==> src/pkg/bsc_pkg.sv <==
// Purpose: constants and types for the buck 3/4 start-up configuration register
// Assumes: 16-bit register at one fixed address on a plain strobe port
// Notes:   voltages are carried as millivolt counts
package bsc_pkg;
    localparam logic [15:0] BSC_CFG_ADDR      = 16'h7812;
    localparam logic [15:0] BSC_CFG_RESET     = 16'h0000;
    localparam int          BSC_C4_SLOT_LSB   = 13;
    localparam int          BSC_C4_VOLT_LSB   = 8;
    localparam int          BSC_C3_SLOT_LSB   = 5;
    localparam int          BSC_C3_VOLT_LSB   = 0;
    localparam logic [6:0]  BSC_CODE_MAX      = 7'h65;
    localparam logic [11:0] BSC_BASE_MV       = 12'h352;  // 850 mV
    localparam logic [11:0] BSC_STEP_MV       = 12'h019;  // 25 mV per code
    localparam logic [11:0] BSC_SAT_MV        = 12'hD48;  // 3400 mV

    typedef enum logic [1:0] {BSC_OFF, BSC_SLOT, BSC_HWEN1, BSC_HWEN2} bsc_mode_t;

    // decoded start-up request of one converter
    typedef struct packed {
        bsc_mode_t  mode;
        logic [2:0] slot;      // timeslot 1..5, zero otherwise
        logic [6:0] code;      // full voltage code
        logic [11:0] mv;       // target voltage in millivolts
    } bsc_start_t;
endpackage

==> src/rtl/bsc_startup_config.sv <==
// Purpose: start-up configuration register for the third and fourth buck converters
// Assumes: one clock, synchronous strobes, read data one cycle after the read strobe
// Notes:   decoded outputs are registered; they follow a write by one cycle
//
// register layout, one 16-bit word at a single address:
//   15:13  converter-4 start-up slot field
//   12:8   converter-4 start-up voltage, upper five code bits
//   7:5    converter-3 start-up slot field
//   4:0    converter-3 start-up voltage, upper five code bits
// slot field: 0 off, 1..5 timeslot, 6 hardware enable 1, 7 hardware enable 2
// voltage: 25 mV per code from 850 mV, flat at the ceiling past the top step
// the sequencer only sees the decoded structs, never the raw word
//
// Summary of operation
// - conv4 slot field bits 15:13: off, timeslots 1-5, hardware enable 1 or 2.
// - conv3 slot field bits 7:5 decoded with the same eight-value scheme.
// - conv4 voltage upper five bits in 12:8, reset zero, 100mV per count.
// - conv4 code 00h is 0.85V, 25mV per code to 65h; above saturates 3.4V.
// - conv3 voltage upper five bits in 4:0, reset zero, 100mV per count.
// - conv3 code 00h is 0.85V, 25mV per code to 65h; above saturates 3.4V.
`timescale 1ns/10ps
module bsc_startup_config
    import bsc_pkg::*;
(
    input  wire logic        ref_clk,
    input  wire logic        rst,
    input  wire logic [15:0] regAddr,
    input  wire logic [15:0] regWrData,
    input  wire logic        regWrStrobe,
    input  wire logic        regRdStrobe,
    output bsc_start_t       conv4Start,
    output bsc_start_t       conv3Start,
    output logic [15:0]      regRdData
);
    // stored word and the decoded values that the outputs take next
    logic [15:0] startupConfig;
    bsc_start_t  next_conv4Start;
    bsc_start_t  next_conv3Start;

    // bus hits, qualified by the one mapped address
    logic        wrHit;
    logic        rdHit;

    // raw fields sliced out of the stored word
    logic [2:0]  conv4SlotField;
    logic [4:0]  conv4VoltField;
    logic [2:0]  conv3SlotField;
    logic [4:0]  conv3VoltField;

    // full voltage codes and their saturation flags
    logic [6:0]  conv4Code;
    logic [6:0]  conv3Code;
    logic        conv4Sat;
    logic        conv3Sat;

    // decoded start-up modes and timeslots
    bsc_mode_t   conv4Mode;
    bsc_mode_t   conv3Mode;
    logic [2:0]  conv4Slot;
    logic [2:0]  conv3Slot;

    // target voltages in millivolts
    logic [11:0] conv4Mv;
    logic [11:0] conv3Mv;

    // map a slot field onto the four start-up modes
    function automatic bsc_mode_t slot_mode(input logic [2:0] slotField);
        bsc_mode_t m;
        unique case (slotField)
            3'h0: begin
                m = BSC_OFF;
            end
            3'h6: begin
                m = BSC_HWEN1;
            end
            3'h7: begin
                m = BSC_HWEN2;
            end
            default: begin
                m = BSC_SLOT;
            end
        endcase
        return m;
    endfunction

    // timeslot number only for the five slot codes, zero otherwise
    function automatic logic [2:0] slot_number(input logic [2:0] slotField);
        logic [2:0] n;
        if (slotField >= 3'h1 && slotField <= 3'h5) begin
            n = slotField;
        end else begin
            n = 3'h0;
        end
        return n;
    endfunction

    // linear part of the voltage table; saturation is applied outside
    function automatic logic [11:0] code_mv(input logic [6:0] code);
        logic [11:0] mv;
        mv = BSC_BASE_MV + 12'(code * BSC_STEP_MV);
        return mv;
    endfunction

    // address match is shared by both strobes
    always_comb begin
        wrHit = regWrStrobe && (regAddr == BSC_CFG_ADDR);
        rdHit = regRdStrobe && (regAddr == BSC_CFG_ADDR);
    end

    // register storage; a write to any other address is ignored
    always_ff @(posedge ref_clk or posedge rst) begin
        if (rst) begin
            startupConfig <= BSC_CFG_RESET;
        end else if (wrHit) begin
            startupConfig <= regWrData;
        end
    end

    // read path: unmapped addresses return zero, data held only one cycle
    // zero rather than hold keeps a stale word off a shared read bus
    always_ff @(posedge ref_clk or posedge rst) begin
        if (rst) begin
            regRdData <= 16'h0000;
        end else if (rdHit) begin
            regRdData <= startupConfig;
        end else begin
            regRdData <= 16'h0000;
        end
    end

    // field slices at their fixed positions
    always_comb begin
        conv4SlotField = startupConfig[BSC_C4_SLOT_LSB +: 3];
        conv4VoltField = startupConfig[BSC_C4_VOLT_LSB +: 5];
        conv3SlotField = startupConfig[BSC_C3_SLOT_LSB +: 3];
        conv3VoltField = startupConfig[BSC_C3_VOLT_LSB +: 5];
    end

    // only the upper code bits are stored, so the two low bits are zero
    always_comb begin
        conv4Code = {conv4VoltField, 2'h0};
        conv3Code = {conv3VoltField, 2'h0};
    end

    // codes beyond the top step pin the output at the ceiling
    always_comb begin
        conv4Sat = (conv4Code > BSC_CODE_MAX);
        conv3Sat = (conv3Code > BSC_CODE_MAX);
    end

    // start-up mode of each converter
    always_comb begin
        conv4Mode = slot_mode(conv4SlotField);
        conv3Mode = slot_mode(conv3SlotField);
    end

    // timeslot of each converter
    always_comb begin
        conv4Slot = slot_number(conv4SlotField);
        conv3Slot = slot_number(conv3SlotField);
    end

    // target voltage of converter 4
    always_comb begin
        if (conv4Sat) begin
            conv4Mv = BSC_SAT_MV;
        end else begin
            conv4Mv = code_mv(conv4Code);
        end
    end

    // target voltage of converter 3
    always_comb begin
        if (conv3Sat) begin
            conv3Mv = BSC_SAT_MV;
        end else begin
            conv3Mv = code_mv(conv3Code);
        end
    end

    // gather the decoded pieces into the carriers
    always_comb begin
        next_conv4Start      = '0;
        next_conv4Start.mode = conv4Mode;
        next_conv4Start.slot = conv4Slot;
        next_conv4Start.code = conv4Code;
        next_conv4Start.mv   = conv4Mv;
        next_conv3Start      = '0;
        next_conv3Start.mode = conv3Mode;
        next_conv3Start.slot = conv3Slot;
        next_conv3Start.code = conv3Code;
        next_conv3Start.mv   = conv3Mv;
    end

    // registered converter-4 output so the sequencer sees glitch-free settings
    // costs one cycle of latency after a write, which start-up can afford
    always_ff @(posedge ref_clk or posedge rst) begin
        if (rst) begin
            conv4Start <= '{mode: BSC_OFF, slot: 3'h0, code: 7'h00, mv: BSC_BASE_MV};
        end else begin
            conv4Start <= next_conv4Start;
        end
    end

    // registered converter-3 output, same timing as converter 4
    always_ff @(posedge ref_clk or posedge rst) begin
        if (rst) begin
            conv3Start <= '{mode: BSC_OFF, slot: 3'h0, code: 7'h00, mv: BSC_BASE_MV};
        end else begin
            conv3Start <= next_conv3Start;
        end
    end
endmodule

==> config.mk <==
export PLATFORM = sky130hd
export DESIGN_NAME = bsc_startup_config
export DESIGN_NICKNAME = d
export VERILOG_FILES = /design/src/pkg/bsc_pkg.sv /design/src/rtl/bsc_startup_config.sv
export SDC_FILE = /design/constraint.sdc
export NUM_CORES = 1
export LEC_CHECK = 0
export BUFFER_PORTS_ARGS = -buffer_cell sky130_fd_sc_hd__buf_2
export CAP_MARGIN = 20
export CORE_MARGIN = 10
export CORE_UTILIZATION = 50
export CTS_CLUSTER_DIAMETER = 100
export DETAILED_ROUTE_END_ITERATION = 16
export MAX_ROUTING_LAYER = met4
export PLACE_DENSITY = 0.78
export REMOVE_ABC_BUFFERS = 1
export SLEW_MARGIN = 20
export SYNTH_ARGS = -nofsm -noshare
export SYNTH_HDL_FRONTEND = slang
export SYNTH_SLANG_ARGS = --single-unit
==> constraint.sdc <==
create_clock -name ref_clk -period 3.8 [get_ports ref_clk]
set_input_delay 0.57 -clock ref_clk [delete_from_list [all_inputs] [get_ports ref_clk]]
set_output_delay 0.57 -clock ref_clk [all_outputs]
set_load 0.02 [all_outputs]
=== After elaboration in Yosys (flattened, before gate mapping) ===
Index checks and enable logic that the tools add are counted.

* Flip-flop bits (word level): 76
* Input bits: 36
* Output and inout port bits: 64
* Word-level logic and storage cells: 38

* Add/sub/neg operators: 2
* Multipliers: 2
* Order comparisons: 6
* Equality and inequality tests: 5
* Multiplexer cells: 7
* Reductions and logical operators: 6

{| class="wikitable"
|+ Operator list
! kind !! number
|-
| adder 10 x 12 -> 12 bit, first input constant || 2
|-
| two-way mux 12 bit || 2
|-
| multiplier 5 x 5 -> 10 bit, second input constant || 2
|-
| equality test 16 x 15 -> 1 bit, second input constant || 1
|-
| two-way mux 16 bit || 1
|-
| greater-than comparator 7 bit, second input constant || 2
|-
| equality test 3 bit, second input constant || 4
|-
| one-hot mux 2 bit (3 select lines) || 2
|-
| >= comparator 3 x 1 -> 1 bit, second input constant || 2
|-
| <= comparator 3 bit, second input constant || 2
|-
| logical NOT 3 bit || 2
|-
| two-way mux 3 bit || 2
|-
| logical AND 1 bit || 4
|}

=== Logic depth before layout (Yosys ltp) ===
Gate-level depths: netlist (run 1).

* Depth after elaboration: 3
* Gate-level depth with buffers: 11
* Depth with buffers taken out: 11

=== Worst setup path before layout (run 1) ===
Ideal clock, no wire load.

* Path kind: register to register
* From: register startupConfig[3]
* To: register conv3Start[11] (netlist name)
* Arrival time: 2707 ps
* Data required time: 3675 ps
* Slack: 968 ps
* Stages on the path, launching flop included: 12
* Path buffers: 0
* Clock period less this slack: 2832 ps
* Path through: dfrtp_1 -> inv_1 -> ha_1 -> inv_1 -> ha_1 -> ha_1 -> ha_1 -> a31oi_1 -> xnor2_1 -> a21boi_0 -> xnor2_1 -> mux2_2

* Longest elaborated chain between the ends: 3
* Elaborated cells between the ends (all ways): 4
* Classes of those cells: add/sub: 1; mul: 1; order compare: 1; mux: 1

{| class="wikitable"
|+ Ends and longest elaborated chain
! item !! RTL line !! source
|-
| start: declaration || bsc_startup_config.sv:36 || <nowiki>logic [15:0] startupConfig;</nowiki>
|-
| start signal: assignment || bsc_startup_config.sv:115 || <nowiki>startupConfig <= regWrData;</nowiki>
|-
| multiplier 5 x 5 -> 10 bit || bsc_startup_config.sv:100 || <nowiki>mv = BSC_BASE_MV + 12'(code * BSC_STEP_MV);</nowiki>
|-
| adder 10 x 12 -> 12 bit || bsc_startup_config.sv:100 ||
|-
| two-way mux 12 bit * || bsc_startup_config.sv:174 || <nowiki>if (conv3Sat) begin</nowiki>
|-
| net conv3Mv[11] || bsc_startup_config.sv:64 || <nowiki>logic [11:0] conv3Mv;</nowiki>
|-
| end signal: assignment || bsc_startup_config.sv:208 || <nowiki>conv3Start <= '{mode: BSC_OFF, slot: 3'h0, code: 7'h00, mv: BSC_BASE_MV};</nowiki>
|-
| end signal: assignment || bsc_startup_config.sv:210 || <nowiki>conv3Start <= next_conv3Start;</nowiki>
|-
| end: declaration || bsc_startup_config.sv:32 || <nowiki>output bsc_start_t conv3Start,</nowiki>
|}

The timed path passes the listed nets; every way through them passes the cells marked *.
A chain may end at the register's enable or synchronous reset.

=== Worst setup path in the final report (run 1) ===
Same ends and word-level chain as after synthesis.

==> summary.md, run 1 <==
| Metric | Value |
|---|---|
| Total Power | 1400 uW |
| CTS root buf | clkbuf_8 |
| Post-synth ARST share | between 90% and 100% |
| Seq/Total Area, Yosys | between 50 and 60% |
| Std-Cell Rows | 29 |
| Synth Cell Area | 0.00339 sq mm |
| Finished Layout Cells | 436 |
| Synth area leader | dfrtp_1 |
| Fin util | 63.7% |
| Routability Congestion | 0.897 |
| CP Max Fanout | 7 |
| Final wirelength | just over 7000 um |
| Placed cell count | 420 |
| Grt total ovfl | 0 |
| Worst Path Required | 4.03 ns |
| Main area contributors after synthesis | dfrtp_1 (47%), ha_1 (13%), dfstp_2 (7.7%), mux2_4 (4.4%), and3_1 (3.3%) |
| # IOs | 100 |
| Worst Hold Class | in2async |
| Number of max-cap violations | 0 |
| Total GRT Usage | around 15% |
| Peak supply drop | 0.000211 V |
| CTS Buffer Depth | 2 |
| Post-CTS Resized | 0 |
| Worst r2r src | startupConfig[3] |
| Fin nets | between 400 and 500 |
| Synthesis-stage register bit count | 74 |
| Detailed-route vias per instance | 4.94 |
| P&R area growth vs syn | 21.2% |
| Final hold violation count | 0 |
| Antenna Diode Count | 0 |
| Max-slew headroom | 44.5% |
| Crit path kind | reg2reg |
| Final Setup Violations | 0 |
| TritonRoute pass-1 iters | 4 |
| Skew-Pair Late Insertion Delay | 0.34 ns |
| Die Area | 0.0105 sq mm |
| Share of cells above drive strength 1 | 41.2% |
| CTS tree | done |
| CTS H-tree depth | 3 |
| Critical Path Start Type | flip-flop |
| Top FF cell, synth | dfrtp_1 |
| Sum of negative setup slack | 0 ns |
| Critical path arrival | between 3 and 4 ns |
| Die width | 102 um |
| Avg Inst Size Synth | 13.5 sq um |
| Vias in the first global route | around 2.4k |
| Ys Warns | 0 |
| Share of Yosys cell area claimed by the top area cell type | 47.2% |
| Most common cell after layout, fill and taps aside | buf_2 |
| Filler cell count | 522 |
| Setup bufs post-CTS | 0 |
| RSZ-0062 raised after global routing | no |
| Drt drc | 0 |
| Core ar. | ~0.0065 sq mm |
| First-pass GRT wire length | between 10000 and 15000 um |
| Cells after synthesis | 252 |
| DR WL/cell | ~17 um |
| Crit path time final | roughly 3.0 ns |
| Static leakage | between 0.002 and 0.003 uW |
| Largest net degree at the start of global routing | 52 |
| FMAX | 0.332 GHz |
| CTS Hold Buffers Added | 0 |
| Most frequent cells in the layout | buf_2 (93), dfrtp_1 (64), ha_1 (36) |
| CP Capture Type | flip-flop |
| Power per cell area | between 300 and 400 mW/mm^2 |
| Clock slew at reported path FFs | 0.09 ns |
| Final ANT Viol Nets | 0 |
| Final Cycle Share | 79.2% |
| IO Port Bufs | just over 90 |
| Skew final | about 0.0046 ns |
| Worst hold margin | roughly 0.36 ns |
| Crit path from | startupConfig[3] |
| CTS Buf Count | 9 |
| Vert. Die Dim | 102 um |
| Synth unique cells | 34 |
| Least-Margin Pin Slew | 0.832 ns |
| Initial Utilization | 52.6% |
| Post-synth EDFFs | 0 |
| Clock sink total | 74 |
| Vias | 2156 |
| Status | completed |
| Violation count after the first detailed-route iteration | 47 |
| Initial antenna violation count | 0 |
| Slew Viols, Final | 0 |
| Placed wire-length estimate | 5580 um |
## cell families (layout without fill, tap and decap cells)
group                    after synthesis  after routing  synth area share (%)
multiplexers                          18             18                  7.08
other                                  1              6                 0.110
buffers and inverters                 20            122                  3.10
AND/OR/NAND/NOR                       69             69                  12.8
XOR/XNOR                              16             16                  4.13
adder cells (fa/ha/maj)               38             38                  14.4
AO/OA/AOI/OAI                         16             16                  3.46
flip-flops                            74             74                  54.9
## stage by stage
stage,setup slack (ns),instance area (sq um)
after floorplan,0.968,3350
final,0.790,4110
after CTS,0.785,4110
after detailed placement,0.813,3930
after global placement,0.876,3930
after global routing,0.590,4110
## registers in the layout, summed over array words and instances, names as in the netlist
| register | cells |
|---|---|
| conv3Start | 21 |
| conv4Start | 21 |
| regRdData | 16 |
| startupConfig | 16 |
## critical path: stages, from the launching register on
cell and delay [ns]:
dfrtp_1 0.44, inv_1 0.07, ha_1 0.27, inv_1 0.04, ha_1 0.28, ha_1 0.29, ha_1 0.34, a31oi_1 0.22
xnor2_1 0.18, a21boi_0 0.26, xnor2_1 0.16, mux2_2 0.35
## final cells by class
class	count	area (sq um)	share of cell area (%)
clock inverters	7	61.3	1.49
inverters	11	42.5	1.03
repair buffers	95	480	11.7
flip-flops and latches	74	1860	45.3
clock buffers	9	124	3.01
well taps	77	96.3	2.34
multi-input cells	163	1440	35.1
## power breakdown
group / internal (uW) / switching, uW / total [uW]
sequential: 788 / 0.160 / 788
combinational: 16.4 / 31.0 / 47.4
clock: 248 / 314 / 562
## path summary, 6_finish.rpt
| kind | to | slack, ns | cells after the start |
|---|---|---|---|
| worst max-delay path | conv3Start[11] | 0.79 | 11 |
| worst max register to register | conv3Start[11] | 0.79 | 11 |
| worst min-delay path | regRdData[15] | 0.36 | 2 |
| max in group asynchronous | conv3Start[9] | 2.58 | 3 |
| worst min register to register | conv4Start[21] | 0.50 | 1 |
| min in group ref_clk | startupConfig[14] | 0.45 | 2 |
## cell usage after synthesis, types with 4 or more instances
cell	n
inv_1	11
dfstp_2	10
and2_1	6
buf_4	6
xnor2_1	8
mux2_4	10
xor2_1	8
and3_1	18
nor2b_1	10
mux2_2	8
ha_1	36
dfrtp_1	64
nor2_1	8
a21o_1	4
nand2_1	15
## metal layers
| metal | global-route usage [%] | share of wire (%) | wire (um) | up-vias |
|---|---|---|---|---|
| met2 | 22.8 | 46 | 3320 | 75 |
| met4 | 5.42 | 1.6 | 112 | 0 |
| li1 | - | - | - | 1051 |
| met1 | 18.0 | 45 | 3220 | 1020 |
| met3 | 4.72 | 7.7 | 556 | 10 |
| met5 | - | 0 | 0 | - |
No activity file was read; power rests on OpenSTA's default activity.
==> run 2, diff against run 1 <==
clock period = 3.1 ns   (was 3.8 ns; I/O delays follow)
==> run 2 against run 1 <==
Compared with the run above:
- final cell count rose by 1.1%
- maximum frequency is 1.1% higher
- global-route usage fell by 0.27 points
- sequential power increased by 23%
- highest routed layer unchanged
==> summary.md, run 2 (same netlist as run 1, synthesis figures left out) <==
| Metric | Value |
|---|---|
| Final ANT Viol Nets | 0 (unchanged) |
| Most common cell after layout, fill and taps aside | buf_2 |
| Critical path arrival | 3.20 ns (-0.04 ns) |
| DR WL/cell | 16.7 um (+0.86%) |
| Comb pwr share | 3.5% (about the same) |
| Static leakage | 0.00256 uW (+1.0%) |
| Flop-to-flop setup slack | 0.12 ns (-0.67 ns) |
| Placed cell count | 425 (+1.2%) |
| First-pass GRT wire length | 11500 um (-1.9%) |
| Total GRT Usage | 14.6% (-0.27 points) |
| Peak supply drop | 0.000263 V (+24%) |
| Die Area | 0.0105 sq mm (unchanged) |
| Max-slew headroom | 47.4% (+2.9 points) |
| Final Setup Violations | 0 (unchanged) |
| IO Port Bufs | 93 (unchanged) |
| Number of max-cap violations | 0 (unchanged) |
| Vias | 2219 (+2.9%) |
| Switch share | 24.9% (+0.15 points) |
| CP Capture Type | flip-flop |
| Crit-path most repeated cell | ha_1 |
| Skew final | 0.00812 ns (+0.00356 ns) |
| Initial Utilization | 52.6% (unchanged) |
| Crit path kind | reg2reg |
| Setup bufs post-CTS | 0 (unchanged) |
| Fin nets | 433 (+1.2%) |
| Crit-path slowest cell | dfrtp_2 |
| Share of cells above drive strength 1 | 43.4% (+2.2 points) |
| Grt total ovfl | 0 (unchanged) |
| Clock power share | 40.2% (about the same) |
| Power per cell area | 411 mW/mm^2 (+21%) |
| Std-Cell Rows | 29 (unchanged) |
| GRT met2 Usage | 23.4% (+0.54 points) |
| CTS Buffer Depth | 2 (unchanged) |
| Antenna Diode Count | 0 (unchanged) |
| CTS root buf | clkbuf_8 |
| Met1 GRT Util | 17.2% (-0.81 points) |
| CTS H-tree depth | 3 (unchanged) |
| CTS tree | done |
| Vert. Die Dim | 102 um (unchanged) |
| Vias in the first global route | 2311 (-2.1%) |
| Slack of the critical path | 0.123 ns (-0.667 ns) |
| Flop pwr share | 56.3% (about the same) |
| GR Util met3 | 4.39% (-0.34 points) |
| TritonRoute pass-1 iters | 6 (+2) |
| FMAX | 0.336 GHz (+1.1%) |
| Most frequent cells in the layout | buf_2 (93), dfrtp_1 (62), ha_1 (36) |
| Initial antenna violation count | 0 (unchanged) |
| CP Max Fanout | 6 (-1) |
| Core ar. | 0.00646 sq mm (unchanged) |
| Critical Path Start Type | flip-flop |
| Die width | 102 um (unchanged) |
| GRT Max-Usage Layer | met2 |
| Drt drc | 0 (unchanged) |
| Crit path time final | 2.98 ns (-0.0331 ns) |
| Place WS | 0.0616 ns (-0.751 ns) |
| Violation count after the first detailed-route iteration | 62 (+32%) |
| Final wirelength | 7350 um (+2.0%) |
| Post-CTS Resized | 0 (unchanged) |
| Largest registers | conv3Start: 21 flops, conv4Start: 21 flops |
| CTS Buf Count | 9 (unchanged) |
| Final Cycle Share | 96.0% (+17 points) |
| Worst Hold Class | in2async |
| Placed wire-length estimate | 5720 um (+2.5%) |
| CP cell instances | ha_1 > ha_1 > ha_1 > fa_1 > xor2_1 > a21oi_1 > a21boi_1 > xnor2_1 > mux2_2 |
| Least-Margin Pin Slew | 0.788 ns (-0.0438 ns) |
| Worst reg2reg path endpoint | conv4Start[11] |
| Status | completed |
| Worst r2r src | startupConfig[8] |
| Detailed-route vias per instance | 5.03 (+1.8%) |
| CTS Hold Buffers Added | 0 (unchanged) |
| # IOs | 100 (unchanged) |
| Routability Congestion | 0.869 (-3.2%) |
| Clock sink total | 74 (unchanged) |
| Slew Viols, Final | 0 (unchanged) |
| Clock slew at reported path FFs | 0.09 ns (about the same) |
| Skew-Pair Late Insertion Delay | 0.34 ns (about the same) |
| Worst R2R Path Depth | 9 (-2) |
| Sw Pwr | 427 uW (+24%) |
| Worst Path Required | 3.32 ns (-0.71 ns) |
| Final hold violation count | 0 (unchanged) |
| P&R area growth vs syn | 23.0% |
| Pint | 1290 uW (+23%) |
| Finished Layout Cells | 441 (+1.1%) |
| Slowest stage delay, CP | 0.45 ns (about the same) |
| Largest net degree at the start of global routing | 39 (-25%) |
## run 2: changes by cell type in the layout (fill, tap and decap cells not counted), sizes merged
cell	before	now
inv	13	14
buf	95	100
clkinv	3	1
clkinvlp	2	3
## run 2: cell type report
class | instances | area (sq um)
Sequential cell | 74 | 1870
Clock inverter | 7 | 60.1
Tap cell | 77 | 96.3
Clock buffer | 9 | 124
Timing Repair Buffer | 100 | 531
Multi-Input combinational cell | 163 | 1460
Fill cell | 509 | 2280
Inverter | 11 | 41.3
## run 2: layer usage
metal  up-vias  routed length (um)
met3         9                 545
met5         -                   0
met2        70                3580
li1       1062                   -
met1      1078                3120
met4         0                 110
## run 2: power by group through the flow
stage               clock network [uW]  logic, uW  registers [uW]
detailed placement                   0       61.9             984
finish                             691       60.3             966
floorplan                            0       25.0             985
CTS                                702       62.0             966
global placement                     0       60.0             984
global route                       746       68.2             966
## run 2: through the flow
stage | instance area (sq um) | power (uW) | util (%) | TNS, ns | hold WS, ns
after CTS | 4160 | 1730 | 64.4 | 0 | 0.283
after global routing | 4180 | 1780 | 64.7 | -0.00746 | 0.324
final | 4180 | 1720 | 64.7 | 0 | 0.261
after detailed placement | 3980 | 1050 | 61.6 | 0 | 0.439
after floorplan | 3350 | 1010 | - | 0 | 0.424
after global placement | 3980 | 1040 | 61.6 | 0 | 0.421
## run 2: worst max path at each step
| stage | from | endpoint | slack [ns] | depth (start not counted) |
|---|---|---|---|---|
| 6_report | startupConfig[8] | conv4Start[11] | 0.12 | 9 |
| 5_1_grt | startupConfig[0] | conv3Start[11] | -0.007 | 9 |
| 4_1_cts | startupConfig[3] | conv3Start[11] | 0.06 | 11 |
| 3_5_place_dp | startupConfig[3] | conv3Start[11] | 0.06 | 11 |
| 3_3_place_gp | startupConfig[3] | conv3Start[11] | 0.17 | 11 |
| 2_1_floorplan | startupConfig[3] | conv3Start[11] | 0.27 | 11 |
## run 2: worst max-delay path: cells and delay by family (launching register included)
| kind | cells | cell delay, ns |
|---|---|---|
| muxes | 1 | 0.37 |
| DFF | 1 | 0.45 |
| AOI/OAI and AO/OA | 2 | 0.37 |
| adders and majority gates | 4 | 1.25 |
| xor gates and xnor gates | 2 | 0.42 |
